`src/hw/fdrl_pkg.sv`:
```
package fdrl_pkg;

  // register bus geometry
  localparam int         FDRL_ADDR_W        = 8;
  localparam int         FDRL_IDX_W         = 6;
  localparam int         FDRL_DATA_W        = 32;
  localparam int         FDRL_CH            = 4;

  // register indices, byte address is four times the index
  localparam logic [5:0] FDRL_IDX_DYN_CTRL  = 6'h0B;
  localparam logic [5:0] FDRL_IDX_AC12      = 6'h1A;
  localparam logic [5:0] FDRL_IDX_AC34      = 6'h1B;
  localparam logic [5:0] FDRL_IDX_OUT_CFG1  = 6'h21;
  localparam logic [5:0] FDRL_IDX_OUT_CFG2  = 6'h22;
  localparam logic [5:0] FDRL_IDX_OUT_CFG3  = 6'h23;
  localparam logic [5:0] FDRL_IDX_OUT_CFG4  = 6'h24;
  localparam logic [5:0] FDRL_IDX_OP_PT1    = 6'h30;
  localparam logic [5:0] FDRL_IDX_OP_PT2    = 6'h31;
  localparam logic [5:0] FDRL_IDX_OP_PT3    = 6'h32;
  localparam logic [5:0] FDRL_IDX_OP_PT4    = 6'h33;

  // field positions
  localparam int         FDRL_CAP_EN_LSB    = 2;
  localparam int         FDRL_EN_ODD        = 0;
  localparam int         FDRL_EN_EVEN       = 1;
  localparam int         FDRL_STEP_ODD_LSB  = 2;
  localparam int         FDRL_STEP_EVEN_LSB = 5;
  localparam int         FDRL_STEP_W        = 3;
  localparam int         FDRL_SLOW_BIT      = 3;

  // values
  localparam logic [7:0] FDRL_REG_RST       = 8'h00;
  localparam logic [7:0] FDRL_DUTY_RST      = 8'h00;
  localparam logic [7:0] FDRL_DUTY_MAX      = 8'hFF;
  localparam logic [1:0] FDRL_SLOW_LAST     = 2'h3;
  localparam logic [1:0] FDRL_SLOW_RST      = 2'h0;
  localparam logic [1:0] FDRL_RESP_OKAY     = 2'h0;
  localparam logic [1:0] FDRL_RESP_SLVERR   = 2'h2;
  localparam logic [23:0] FDRL_RD_PAD       = 24'h000000;

  // step size in slots for a step-select code
  function automatic logic [7:0] fdrl_step_size(input logic [2:0] code);
    case (code)
      3'h0:    fdrl_step_size = 8'h01;
      3'h1:    fdrl_step_size = 8'h02;
      3'h2:    fdrl_step_size = 8'h03;
      3'h3:    fdrl_step_size = 8'h05;
      3'h4:    fdrl_step_size = 8'h08;
      3'h5:    fdrl_step_size = 8'h0C;
      3'h6:    fdrl_step_size = 8'h18;
      default: fdrl_step_size = 8'h30;
    endcase
  endfunction

endpackage

```
`src/hw/fdrl_slew.sv`:
```
`timescale 1ns/1ps
module fdrl_slew
  import fdrl_pkg::*;
(
  input  wire logic [7:0] prev_duty,
  input  wire logic [7:0] target_duty,
  input  wire logic       smooth_en,
  input  wire logic [2:0] step_sel,
  output logic      [7:0] next_duty
);

  logic [7:0] step;
  logic [7:0] gap;

  always_comb begin
    step = fdrl_step_size(step_sel); // RL9 RL13
    gap  = FDRL_REG_RST;
    if (!smooth_en) begin
      next_duty = target_duty; // RL3
    end else if (target_duty > prev_duty) begin // RL10
      gap = target_duty - prev_duty;
      // never past the target, so never beyond full scale
      next_duty = (gap > step) ? prev_duty + step : target_duty; // RL4 RL11 RL16
    end else if (target_duty < prev_duty) begin
      gap = prev_duty - target_duty;
      next_duty = (gap > step) ? prev_duty - step : target_duty; // RL4 RL11 RL16
    end else begin
      next_duty = prev_duty; // RL16
    end
  end

endmodule

```
`src/hw/fdrl_top.sv`:
```
// What this block does
// RL1: capture enable set and alarm asserted copies remote temperature into operating point.
// RL2: capture enable clear means alarms ignored, operating point keeps software value.
// RL3: smoothing off applies the new automatic duty at once.
// RL4: smoothing on limits each update's duty change to the chosen step.
// RL5: first acoustic register bit 0 enables output 1, bit 1 output 2.
// RL6: second acoustic register bit 0 enables output 3, bit 1 output 4.
// RL7: each output ramps on its own, with its own enable and step.
// RL8: duty is counted in slots, 255 to a full period.
// RL9: step is one of 1, 2, 3, 5, 8, 12, 24 or 48 slots.
// RL10: each update compares the new target with the stored previous duty.
// RL11: target above raises by the step, target below lowers by the step.
// RL12: the result is stored as previous duty and driven out.
// RL13: bits 4:2 pick the odd output step, bits 7:5 the even one.
// RL14: slow bit 3 of an output config register cuts ramp rate by four.
// RL15: the external processor asserts the alarm by driving it low.
// RL16: equal target leaves duty alone; a step never overshoots or leaves 0..255.
// RL17: reset clears smoothing enables and previous duties.
//
// The implementer's own choice: the AXI4-Lite slave port.
`timescale 1ns/1ps
module fdrl_top
  import fdrl_pkg::*;
(
  input  wire logic                   clk,
  input  wire logic                   rst_b,
  input  wire logic                   ce,
  input  wire logic [FDRL_ADDR_W-1:0] s_axi_awaddr,
  input  wire logic                   s_axi_awvalid,
  output logic                        s_axi_awready,
  input  wire logic [31:0]            s_axi_wdata,
  input  wire logic [3:0]             s_axi_wstrb,
  input  wire logic                   s_axi_wvalid,
  output logic                        s_axi_wready,
  output logic [1:0]                  s_axi_bresp,
  output logic                        s_axi_bvalid,
  input  wire logic                   s_axi_bready,
  input  wire logic [FDRL_ADDR_W-1:0] s_axi_araddr,
  input  wire logic                   s_axi_arvalid,
  output logic                        s_axi_arready,
  output logic [31:0]                 s_axi_rdata,
  output logic [1:0]                  s_axi_rresp,
  output logic                        s_axi_rvalid,
  input  wire logic                   s_axi_rready,
  input  wire logic                   thermal_alarm_n,
  input  wire logic [7:0]             remote_temp_1,
  input  wire logic [7:0]             remote_temp_2,
  input  wire logic [7:0]             remote_temp_3,
  input  wire logic [7:0]             remote_temp_4,
  input  wire logic                   duty_update,
  input  wire logic [7:0]             target_duty_1,
  input  wire logic [7:0]             target_duty_2,
  input  wire logic [7:0]             target_duty_3,
  input  wire logic [7:0]             target_duty_4,
  output logic [7:0]                  duty_out_1,
  output logic [7:0]                  duty_out_2,
  output logic [7:0]                  duty_out_3,
  output logic [7:0]                  duty_out_4
);

  typedef struct packed {
    logic                        aw_got;
    logic [FDRL_IDX_W-1:0]       aw_idx;
    logic                        w_got;
    logic [7:0]                  w_data;
    logic                        w_lane0;
    logic                        awready;
    logic                        wready;
    logic                        bvalid;
    logic [1:0]                  bresp;
    logic                        arready;
    logic                        rvalid;
    logic [1:0]                  rresp;
    logic [31:0]                 rdata;
    logic [7:0]                  dyn_ctrl;
    logic [7:0]                  ac12;
    logic [7:0]                  ac34;
    logic [FDRL_CH-1:0][7:0]     out_cfg;
    logic [FDRL_CH-1:0][7:0]     op_point;
    logic                        alarm_prev;
    logic [FDRL_CH-1:0][1:0]     slow_cnt;
    logic [FDRL_CH-1:0][7:0]     duty;
  } fdrl_state_t;

  fdrl_state_t state_r;
  fdrl_state_t state_nxt;

  logic [FDRL_CH-1:0][7:0] remote_temp;
  logic [FDRL_CH-1:0][7:0] target_duty;
  logic [FDRL_CH-1:0]      smooth_en;
  logic [FDRL_CH-1:0][2:0] step_sel;
  logic [FDRL_CH-1:0][7:0] slew_next;

  assign remote_temp[0] = remote_temp_1;
  assign remote_temp[1] = remote_temp_2;
  assign remote_temp[2] = remote_temp_3;
  assign remote_temp[3] = remote_temp_4;
  assign target_duty[0] = target_duty_1;
  assign target_duty[1] = target_duty_2;
  assign target_duty[2] = target_duty_3;
  assign target_duty[3] = target_duty_4;

  // per-output enables and step codes
  assign smooth_en[0] = state_r.ac12[FDRL_EN_ODD]; // RL5
  assign smooth_en[1] = state_r.ac12[FDRL_EN_EVEN]; // RL5
  assign smooth_en[2] = state_r.ac34[FDRL_EN_ODD]; // RL6
  assign smooth_en[3] = state_r.ac34[FDRL_EN_EVEN]; // RL6
  assign step_sel[0]  = state_r.ac12[FDRL_STEP_ODD_LSB +: FDRL_STEP_W]; // RL13
  assign step_sel[1]  = state_r.ac12[FDRL_STEP_EVEN_LSB +: FDRL_STEP_W]; // RL13
  assign step_sel[2]  = state_r.ac34[FDRL_STEP_ODD_LSB +: FDRL_STEP_W]; // RL13
  assign step_sel[3]  = state_r.ac34[FDRL_STEP_EVEN_LSB +: FDRL_STEP_W]; // RL13

  // one slew limiter per output
  for (genvar k = 0; k < FDRL_CH; k++) begin : g_slew
    fdrl_slew u_slew (
      .prev_duty   (state_r.duty[k]),
      .target_duty (target_duty[k]),
      .smooth_en   (smooth_en[k]),
      .step_sel    (step_sel[k]),
      .next_duty   (slew_next[k])
    ); // RL7
  end

  // register index of a byte address
  function automatic logic [FDRL_IDX_W-1:0] reg_idx(input logic [FDRL_ADDR_W-1:0] addr);
    reg_idx = addr[FDRL_ADDR_W-1:2];
  endfunction

  // readback of a register index, ok is low for unmapped
  function automatic logic [8:0] reg_read(input logic [FDRL_IDX_W-1:0] idx,
                                          input fdrl_state_t            s);
    case (idx)
      FDRL_IDX_DYN_CTRL: reg_read = {1'b1, s.dyn_ctrl};
      FDRL_IDX_AC12:     reg_read = {1'b1, s.ac12};
      FDRL_IDX_AC34:     reg_read = {1'b1, s.ac34};
      FDRL_IDX_OUT_CFG1: reg_read = {1'b1, s.out_cfg[0]};
      FDRL_IDX_OUT_CFG2: reg_read = {1'b1, s.out_cfg[1]};
      FDRL_IDX_OUT_CFG3: reg_read = {1'b1, s.out_cfg[2]};
      FDRL_IDX_OUT_CFG4: reg_read = {1'b1, s.out_cfg[3]};
      FDRL_IDX_OP_PT1:   reg_read = {1'b1, s.op_point[0]};
      FDRL_IDX_OP_PT2:   reg_read = {1'b1, s.op_point[1]};
      FDRL_IDX_OP_PT3:   reg_read = {1'b1, s.op_point[2]};
      FDRL_IDX_OP_PT4:   reg_read = {1'b1, s.op_point[3]};
      default:           reg_read = {1'b0, FDRL_REG_RST};
    endcase
  endfunction

  // write-side decode, ok is low for unmapped
  function automatic logic reg_mapped(input logic [FDRL_IDX_W-1:0] idx);
    logic [8:0] probe;
    probe = reg_read(idx, state_r);
    reg_mapped = probe[8];
  endfunction

  logic [8:0] rd_word;
  logic       do_write;
  logic       alarm_fall;
  logic       apply;

  always_comb begin
    state_nxt  = state_r;
    rd_word    = {1'b0, FDRL_REG_RST};
    do_write   = 1'b0;
    alarm_fall = 1'b0;
    apply      = 1'b0;

    // write address and data taken in either order
    if (s_axi_awvalid && state_r.awready) begin
      state_nxt.aw_got = 1'b1;
      state_nxt.aw_idx = reg_idx(s_axi_awaddr);
    end
    if (s_axi_wvalid && state_r.wready) begin
      state_nxt.w_got   = 1'b1;
      state_nxt.w_data  = s_axi_wdata[7:0];
      state_nxt.w_lane0 = s_axi_wstrb[0];
    end

    // response retires first
    if (state_r.bvalid && s_axi_bready) begin
      state_nxt.bvalid = 1'b0;
    end

    if (state_nxt.aw_got && state_nxt.w_got && !state_nxt.bvalid) begin
      do_write         = 1'b1;
      state_nxt.aw_got = 1'b0;
      state_nxt.w_got  = 1'b0;
      state_nxt.bvalid = 1'b1;
      state_nxt.bresp  = reg_mapped(state_nxt.aw_idx) ? FDRL_RESP_OKAY : FDRL_RESP_SLVERR;
    end

    if (do_write && state_nxt.w_lane0) begin
      case (state_nxt.aw_idx)
        FDRL_IDX_DYN_CTRL: state_nxt.dyn_ctrl    = state_nxt.w_data;
        FDRL_IDX_AC12:     state_nxt.ac12        = state_nxt.w_data;
        FDRL_IDX_AC34:     state_nxt.ac34        = state_nxt.w_data;
        FDRL_IDX_OUT_CFG1: state_nxt.out_cfg[0]  = state_nxt.w_data;
        FDRL_IDX_OUT_CFG2: state_nxt.out_cfg[1]  = state_nxt.w_data;
        FDRL_IDX_OUT_CFG3: state_nxt.out_cfg[2]  = state_nxt.w_data;
        FDRL_IDX_OUT_CFG4: state_nxt.out_cfg[3]  = state_nxt.w_data;
        FDRL_IDX_OP_PT1:   state_nxt.op_point[0] = state_nxt.w_data;
        FDRL_IDX_OP_PT2:   state_nxt.op_point[1] = state_nxt.w_data;
        FDRL_IDX_OP_PT3:   state_nxt.op_point[2] = state_nxt.w_data;
        FDRL_IDX_OP_PT4:   state_nxt.op_point[3] = state_nxt.w_data;
        default: begin
        end
      endcase
    end

    state_nxt.awready = !state_nxt.aw_got && !state_nxt.bvalid;
    state_nxt.wready  = !state_nxt.w_got && !state_nxt.bvalid;

    // read channel
    if (state_r.rvalid && s_axi_rready) begin
      state_nxt.rvalid = 1'b0;
    end
    if (s_axi_arvalid && state_r.arready) begin
      rd_word          = reg_read(reg_idx(s_axi_araddr), state_r);
      state_nxt.rvalid = 1'b1;
      state_nxt.rdata  = {FDRL_RD_PAD, rd_word[7:0]};
      state_nxt.rresp  = rd_word[8] ? FDRL_RESP_OKAY : FDRL_RESP_SLVERR;
    end
    state_nxt.arready = !state_nxt.rvalid;

    // alarm assertion is its high-to-low transition
    alarm_fall           = state_r.alarm_prev && !thermal_alarm_n; // RL15
    state_nxt.alarm_prev = thermal_alarm_n;

    for (int k = 0; k < FDRL_CH; k++) begin
      // capture wins over a same-cycle software write
      if (alarm_fall && state_r.dyn_ctrl[FDRL_CAP_EN_LSB + k]) begin
        state_nxt.op_point[k] = remote_temp[k]; // RL1
      end // RL2

      if (duty_update) begin
        state_nxt.slow_cnt[k] = state_r.slow_cnt[k] + 2'h1;
        apply = !smooth_en[k]
             || !state_r.out_cfg[k][FDRL_SLOW_BIT]
             || (state_r.slow_cnt[k] == FDRL_SLOW_LAST); // RL14
        if (apply) begin
          state_nxt.duty[k] = slew_next[k]; // RL8 RL12
        end
      end
    end
  end

  always_ff @(posedge clk or negedge rst_b) begin
    if (!rst_b) begin
      state_r.aw_got     <= 1'b0;
      state_r.aw_idx     <= '0;
      state_r.w_got      <= 1'b0;
      state_r.w_data     <= FDRL_REG_RST;
      state_r.w_lane0    <= 1'b0;
      state_r.awready    <= 1'b1;
      state_r.wready     <= 1'b1;
      state_r.bvalid     <= 1'b0;
      state_r.bresp      <= FDRL_RESP_OKAY;
      state_r.arready    <= 1'b1;
      state_r.rvalid     <= 1'b0;
      state_r.rresp      <= FDRL_RESP_OKAY;
      state_r.rdata      <= '0;
      state_r.dyn_ctrl   <= FDRL_REG_RST;
      state_r.ac12       <= FDRL_REG_RST; // RL17
      state_r.ac34       <= FDRL_REG_RST; // RL17
      state_r.out_cfg    <= '0;
      state_r.op_point   <= '0;
      state_r.alarm_prev <= 1'b1;
      state_r.slow_cnt   <= '0;
      state_r.duty       <= '0; // RL17
    end else if (ce) begin
      state_r <= state_nxt;
    end
  end

  assign s_axi_awready = state_r.awready;
  assign s_axi_wready  = state_r.wready;
  assign s_axi_bvalid  = state_r.bvalid;
  assign s_axi_bresp   = state_r.bresp;
  assign s_axi_arready = state_r.arready;
  assign s_axi_rvalid  = state_r.rvalid;
  assign s_axi_rresp   = state_r.rresp;
  assign s_axi_rdata   = state_r.rdata;
  assign duty_out_1    = state_r.duty[0]; // RL12
  assign duty_out_2    = state_r.duty[1];
  assign duty_out_3    = state_r.duty[2];
  assign duty_out_4    = state_r.duty[3];

endmodule

```
`config.mk`:
```
export PLATFORM = sky130hd
export DESIGN_NAME = fdrl_top
export DESIGN_NICKNAME = d
export VERILOG_FILES = /design/src/hw/fdrl_pkg.sv /design/src/hw/fdrl_slew.sv /design/src/hw/fdrl_top.sv
export SDC_FILE = /design/constraint.sdc
export NUM_CORES = 1
export LEC_CHECK = 0
export ABC_CLOCK_PERIOD_IN_PS = 3400
export BUFFER_PORTS_ARGS = -buffer_cell sky130_fd_sc_hd__buf_2
export CORE_MARGIN = 1
export CORE_UTILIZATION = 35
export CTS_CLUSTER_SIZE = 24
export DETAILED_ROUTE_END_ITERATION = 10
export GPL_ROUTABILITY_DRIVEN = 0
export PLACE_DENSITY = 0.54
export SETUP_SLACK_MARGIN = 0.15
export SLEW_MARGIN = 20
export SYNTH_ARGS = -nofsm -noshare
export SYNTH_HDL_FRONTEND = slang
export SYNTH_SLANG_ARGS = --single-unit
```
`constraint.sdc`:
```
create_clock -name clk -period 3.4 [get_ports clk]
set_input_delay 0.68 -clock clk [delete_from_list [all_inputs] [get_ports clk]]
set_output_delay 0.68 -clock clk [all_outputs]
set_load 0.02 [all_outputs]
```
Word-level counts from Yosys, hierarchy flattened
Cells that the tools add are included.
W data, S select, Z words.
Word-level totals
  bits in registers: 163
  bits in latches: 0
  bits in writable memories: 0
  ROM bits: 0
  bits of input ports: 126
  output and inout bits: 73
  word-level logic and storage cells: 238
  memories kept: 0
Cells by class
  $add $sub $neg: 20
  multipliers: 0
  divide/modulo/power cells: 0
  $lt $le $gt $ge: 16
  eq/ne operators: 54
  shifts and indexed selects: 0
  muxes and demuxes: 48
  bitwise operators: 0
  reduce and logical (&&, ||, !) cells: 67
Operator list (number)
  $mux W8: 28
  $pmux W9 S11: 2
  $pmux W6 S7: 4
  $eq A6 B6 Y1 const B: 16
  $gt A8 B6 Y1: 8
  $sub A8 B8 Y8: 8
  $eq A3 B3 Y1 const B: 12
  $mux W35: 1
  $reduce_and A3 Y1: 11
  $add A8 B6 Y8: 4
  $gt A8 B8 Y1: 4
  $lt A8 B8 Y1: 4
  $mux W32: 1
  $sub A8 B6 Y8: 4
  $eq A3 B2 Y1 const B: 8
  $eq A6 B5 Y1 const B: 4
  $mux W9: 2
  $reduce_and A4 Y1: 4
  $reduce_bool A2 Y1: 8
  $logic_and A1 B1 Y1: 15
  $logic_not A1 Y1: 14
  $eq A3 B1 Y1 const B: 4
  $eq A6 B4 Y1 const B: 2
  $logic_not A3 Y1: 4
  10 further kinds: 33

Longest topological paths before layout
  depth in word-level cells: 9
  depth in mapped cells: 18
  gate-level depth less buffers: 17

Modules after synthesis
From an unflattened synthesis, not the netlist that was laid out.
Second synthesis, totals
  cells, all modules: 1744
  area total of the unflattened synthesis: 15952.8 um2
Modules (own cells, without submodules)
  fdrl_top: times used 1, cells each 702, area an instance 8310.5 um2, seq. area each 4033.9 um2
  fdrl_slew (g_slew[0].u_slew ...): times used 2, cells each 264, area an instance 1928.1 um2, seq. area each 0.0 um2
  fdrl_slew (g_slew[3].u_slew): times used 1, cells each 266, area an instance 1969.4 um2, seq. area each 0.0 um2
  fdrl_slew (g_slew[1].u_slew): times used 1, cells each 248, area an instance 1816.7 um2, seq. area each 0.0 um2

Least setup slack after synthesis
No wires, ideal clock.
  path kind: input to register
  start point: in target_duty_2[1]
  end point: reg state_r, in the netlist duty_out_2[2]
  library setup time: 122 ps
  data arrival time: 3862 ps
  data required time: 3278 ps
  slack: -584 ps
  stages on the path: 16
  buffers on the path: 0
  cell sequence: inv_1 > ha_1 > nor2b_1 > o21ai_0 > nand2_1 > a21o_1 > a21oi_1 > xnor2_1 > ha_1 > a2111oi_0 > a21oi_1 > a311o_1 > or4_1 > a22o_1 > or3_1 > o2111a_1
Between the ends
  word-level cells in the longest chain between the ends: 6
  elaborated cells on any way between the ends: 13
  classes of those cells: 2 x add/sub; 4 x order compare; 1 x eq/ne; 5 x mux; 1 x reduce/logical
RTL lines
  start: declaration: RTL line fdrl_top.sv:52  | input wire logic [7:0] target_duty_2,
  $sub A8 B8 Y8: RTL line fdrl_slew.sv:25  | gap = prev_duty - target_duty;
  $gt A8 B6 Y1: RTL line fdrl_slew.sv:26  | next_duty = (gap > step) ? prev_duty - step : target_duty;
  $mux W8: RTL line fdrl_slew.sv:26
  $mux W8: RTL line fdrl_slew.sv:24  | end else if (target_duty < prev_duty) begin
  $mux W8: RTL line fdrl_slew.sv:20  | end else if (target_duty > prev_duty) begin
  $mux W8: RTL line fdrl_slew.sv:18  | if (!smooth_en) begin
  end signal: assignment: RTL line fdrl_top.sv:270  | state_r <= state_nxt;
  end: declaration: RTL line fdrl_top.sv:85  | fdrl_state_t state_r;
Parallel ways exist; a longest one is shown, timed or not. The select of a mux whose other input is x is not followed.
A chain may end at the register's enable or synchronous reset.

Worst setup path in the final report
  start point: reg state_r, in the netlist duty_out_2[1]
  end point: reg state_r, in the netlist duty_out_2[2]
Between the ends
  word-level cells in the longest chain between the ends: 6
  elaborated cells on any way between the ends: 15
  classes of those cells: 4 x add/sub; 4 x order compare; 1 x eq/ne; 5 x mux; 1 x reduce/logical
RTL lines (RTL line)
  $sub A8 B8 Y8: fdrl_slew.sv:25
  $gt A8 B6 Y1: fdrl_slew.sv:26
  $mux W8: fdrl_slew.sv:26
  $mux W8: fdrl_slew.sv:24
  $mux W8: fdrl_slew.sv:20
  $mux W8: fdrl_slew.sv:18
Parallel ways exist; a longest one is shown, timed or not. The select of a mux whose other input is x is not followed.

==> key figures <==
Status
  • Status: complete, but fails checks
  • Failing checks: setup timing

STA
  • Minimum clock period: 3630 ps
  • Fmax: 275 MHz
  • PnR worst setup slack: -231 ps
  • Final Hold Vio Count: 0
  • Setup Skew: ~11 ps
  • Max-slew headroom at the worst pin: 45.3%
  • Unrepaired setup endpoints after global routing: true
  • Period utilization: 107%
  • WHS: 211 ps
  • Max Slew Vio Count: 0
  • Slew at the pin with the worst max-slew slack: approximately 800 ps
  • Final-report setup violation count: 12

Clock tree
  • Num CTS Buffers: 17
  • H-tree levels: 4
  • Hold Buf Count CTS: 0
  • Root Buffer: clkbuf_16
  • TritonCTS Sinks: 161
  • Clock Latency Late Sink: around 450 ps
  • Max Buffers Root-to-Sink: 2
  • CTS tree: done
  • CTS clk-pin slew, worst paths: 70 ps

Global route
  • Largest net degree at the start of global routing: 50
  • Global-route wire length before repair: 71800 um
  • Remaining Overflow, GRT: 0
  • Initial antenna violation count: 0
  • Total GRT Usage: between 20% and 30%
  • Vias in the first global route: between 10000 and 15000

Worst setup path
  • Setup CP Type: flop to flop
  • R2R setup slack: -230 ps
  • Worst Path Max Fanout: 4
  • Crit path to: duty_out_2[2]
  • Worst setup SP type: flop
  • CP startpoint: duty_out_2[1]
  • Reg2Reg Launch Point: duty_out_2[1]
  • CP endpoint kind: flop
  • CP Data Arrival Time: slightly below 4000 ps
  • Crit Reg-Reg Endpoint: duty_out_2[2]
  • R2R cell count: 16
  • WP data required: 3730 ps

Power and ir drop
  • PwrDens: 554 mW/mm^2
  • Peak supply drop: between 0.0003 and 0.0004 V
  • Pleak: 8.92 nW
  • Power Total: 10.5 mW

Route
  • Vias per cell: 5.28
  • First-pass DRT Iterations: 6
  • Final ANT Viol Nets: 0
  • Residual DRC: 0
  • DRT Wirelength: 45900 um
  • DR WL/cell: approximately 18 um
  • Initial DRC count: between 800 and 900
  • Vias: 13789

Synth
  • Distinct cells, synth: between 80 and 90
  • Async SR Flop Fraction: 100%
  • Mapped cell area: 0.0149 sq mm
  • Avg Inst Size Synth: 8.40 sq um
  • Post-synthesis sequential area ratio: between 20% and 30%
  • Post-Syn Instances: 1777
  • Top FF cell, synth: dfrtp_1
  • Synthesis Warnings: 0
  • Number of synthesized flops with an enable pin: 0
  • Flops & latches, synth: 161

Floorplanning
  • Starting Density: 35.5%
  • DIE AREA: 0.0435 sq mm
  • Row cnt: 75
  • # IOs: 199
  • Die Y: 209 um
  • Die X: about 210 um
  • Area of the core: 0.0420 sq mm

Place
  • Port Buffers: around 140
  • Post-place setup slack: -818 ps
  • HPWL after DPL: approximately 36000 um
  • Placed Area: 0.0175 sq mm

Layout
  • Area Overhead vs Synth: 27.2%
  • Final Instance Area: 0.0190 sq mm
  • Final net count: 2356
  • Util after Layout: a little under half
  • Fill cells: 4199
  • Antenna cells: 0
  • Share of layout cells above drive strength 1: between 30% and 40%

Job
  • Max_cap viols: 0

Hold path
  • Worst min-delay path class: input pin to async pin
Yosys cell counts (28+ instances only):
master      n  area, sq um
ha_1      156         1950
nand2_1   169          634
clkbuf_1   66          248
a21o_1     35          263
xnor2_1    34          298
xor2_1     29          254
nor2b_1    35          219
buf_4      73          548
mux2i_1    28          280
inv_1     137          514
mux2_2     65          732
o21ai_0   117          586
nand3_1    30          150
nor2_1    118          443
a21oi_1   139          696
dfrtp_1   157         3930
area by class of cell:
class / count / area (sq um) / share of cell area (%)
Multi-Input combinational cell: 1349 / 10400 / 54.8
Sequential cell: 161 / 4040 / 21.3
Timing Repair Buffer: 391 / 2710 / 14.2
Tap cell: 539 / 674 / 3.55
Inverter: 138 / 562 / 2.96
Clock buffer: 18 / 439 / 2.31
Clock inverter: 14 / 166 / 0.876
critical path, cell delays in order (launching register included):
cell,delay [ps]
dfrtp_2,450
ha_4,230
nor2b_4,120
o21ai_2,160
nand2_2,80
a21o_1,170
a21oi_2,130
xnor2_1,150
ha_2,310
o21a_1,100
o22ai_1,130
a21oi_1,60
a311o_1,320
or4_4,430
a22o_4,250
or3_4,320
o2111a_1,120
flip-flops by register name, summed over array words and instances (netlist names), 4 cells and up:
register / flops
duty_out_2: 8
state_r: 110
duty_out_4: 8
smooth_en: 4
duty_out_3: 8
s_axi_rdata: 8
duty_out_1: 8
power breakdown:
| group | internal [mW] | leakage (nW) | switching (mW) |
|---|---|---|---|
| Clock | 1.07 | 0.291 | 0.961 |
| Sequential | 2.36 | 2.08 | 0.381 |
| Combinational | 2.69 | 6.55 | 3.07 |
per-layer routing:
metal | part of all wire, % | global-route usage, % | wire [um] | vias to the layer above
met2 | 47 | 34.1 | 21500 | 335
met3 | 4.2 | 2.65 | 1950 | 51
met4 | 1.9 | 5.55 | 886 | 0
li1 | - | - | - | 6766
met1 | 47 | 28.7 | 21600 | 6637
met5 | 0 | 0 | 0 | -
stage by stage:
stage	cells	TNS (ps)
global route	2610	-4050
finish	2610	-1420
CTS	2596	-1790
detailed placement	2545	-14010
floorplan	1802	-2300
global placement	2545	-13380
kinds of logic after synthesis:
logic type | share of synthesized area (%)
AO/OA/AOI/OAI | 21.9
XOR/XNOR | 3.69
adder cells (fa/ha/maj) | 15.2
buffers and inverters | 9.36
flip-flops | 27.0
multiplexers | 6.85
other | 0.0251
AND/OR/NAND/NOR | 15.9
how the worst min path moves through the flow:
stage / startpoint / endpoint / cells after the start
floorplan: rst_b / duty_out_1[0] / 0
global placement: state_r[93] / state_r[93] / 2
detailed placement: s_axi_rdata[4] / s_axi_rdata[4] / 1
CTS: rst_b / state_r[65] / 1
global route: rst_b / state_r[107] / 1
finish: rst_b / duty_out_3[6] / 1
repair_timing:
action	4_1_cts	5_1_grt
endpoints found under the setup margin	31	32
resized for setup	81	73
buffers inserted	19	14
pin swaps	72	92
placed cells by master, fill, tap and decap left out, types with 28 or more instances in the layout:
| cell type | synthesis | routed |
|---|---|---|
| ha_1 | 156 | 141 |
| o21ai_0 | 117 | 100 |
| buf_4 | 73 | 228 |
| nand2_1 | 169 | 165 |
| mux2_2 | 65 | 64 |
| xnor2_1 | 34 | 32 |
| a21o_1 | 35 | 35 |
| nor2b_1 | 35 | 32 |
| inv_1 | 137 | 120 |
| xor2_1 | 29 | 29 |
| mux2i_1 | 28 | 28 |
| buf_2 | 10 | 138 |
| a21oi_1 | 139 | 114 |
| dfrtp_1 | 157 | 152 |
| nor2_1 | 118 | 117 |
Note: power is estimated with default switching activity, not from simulation.
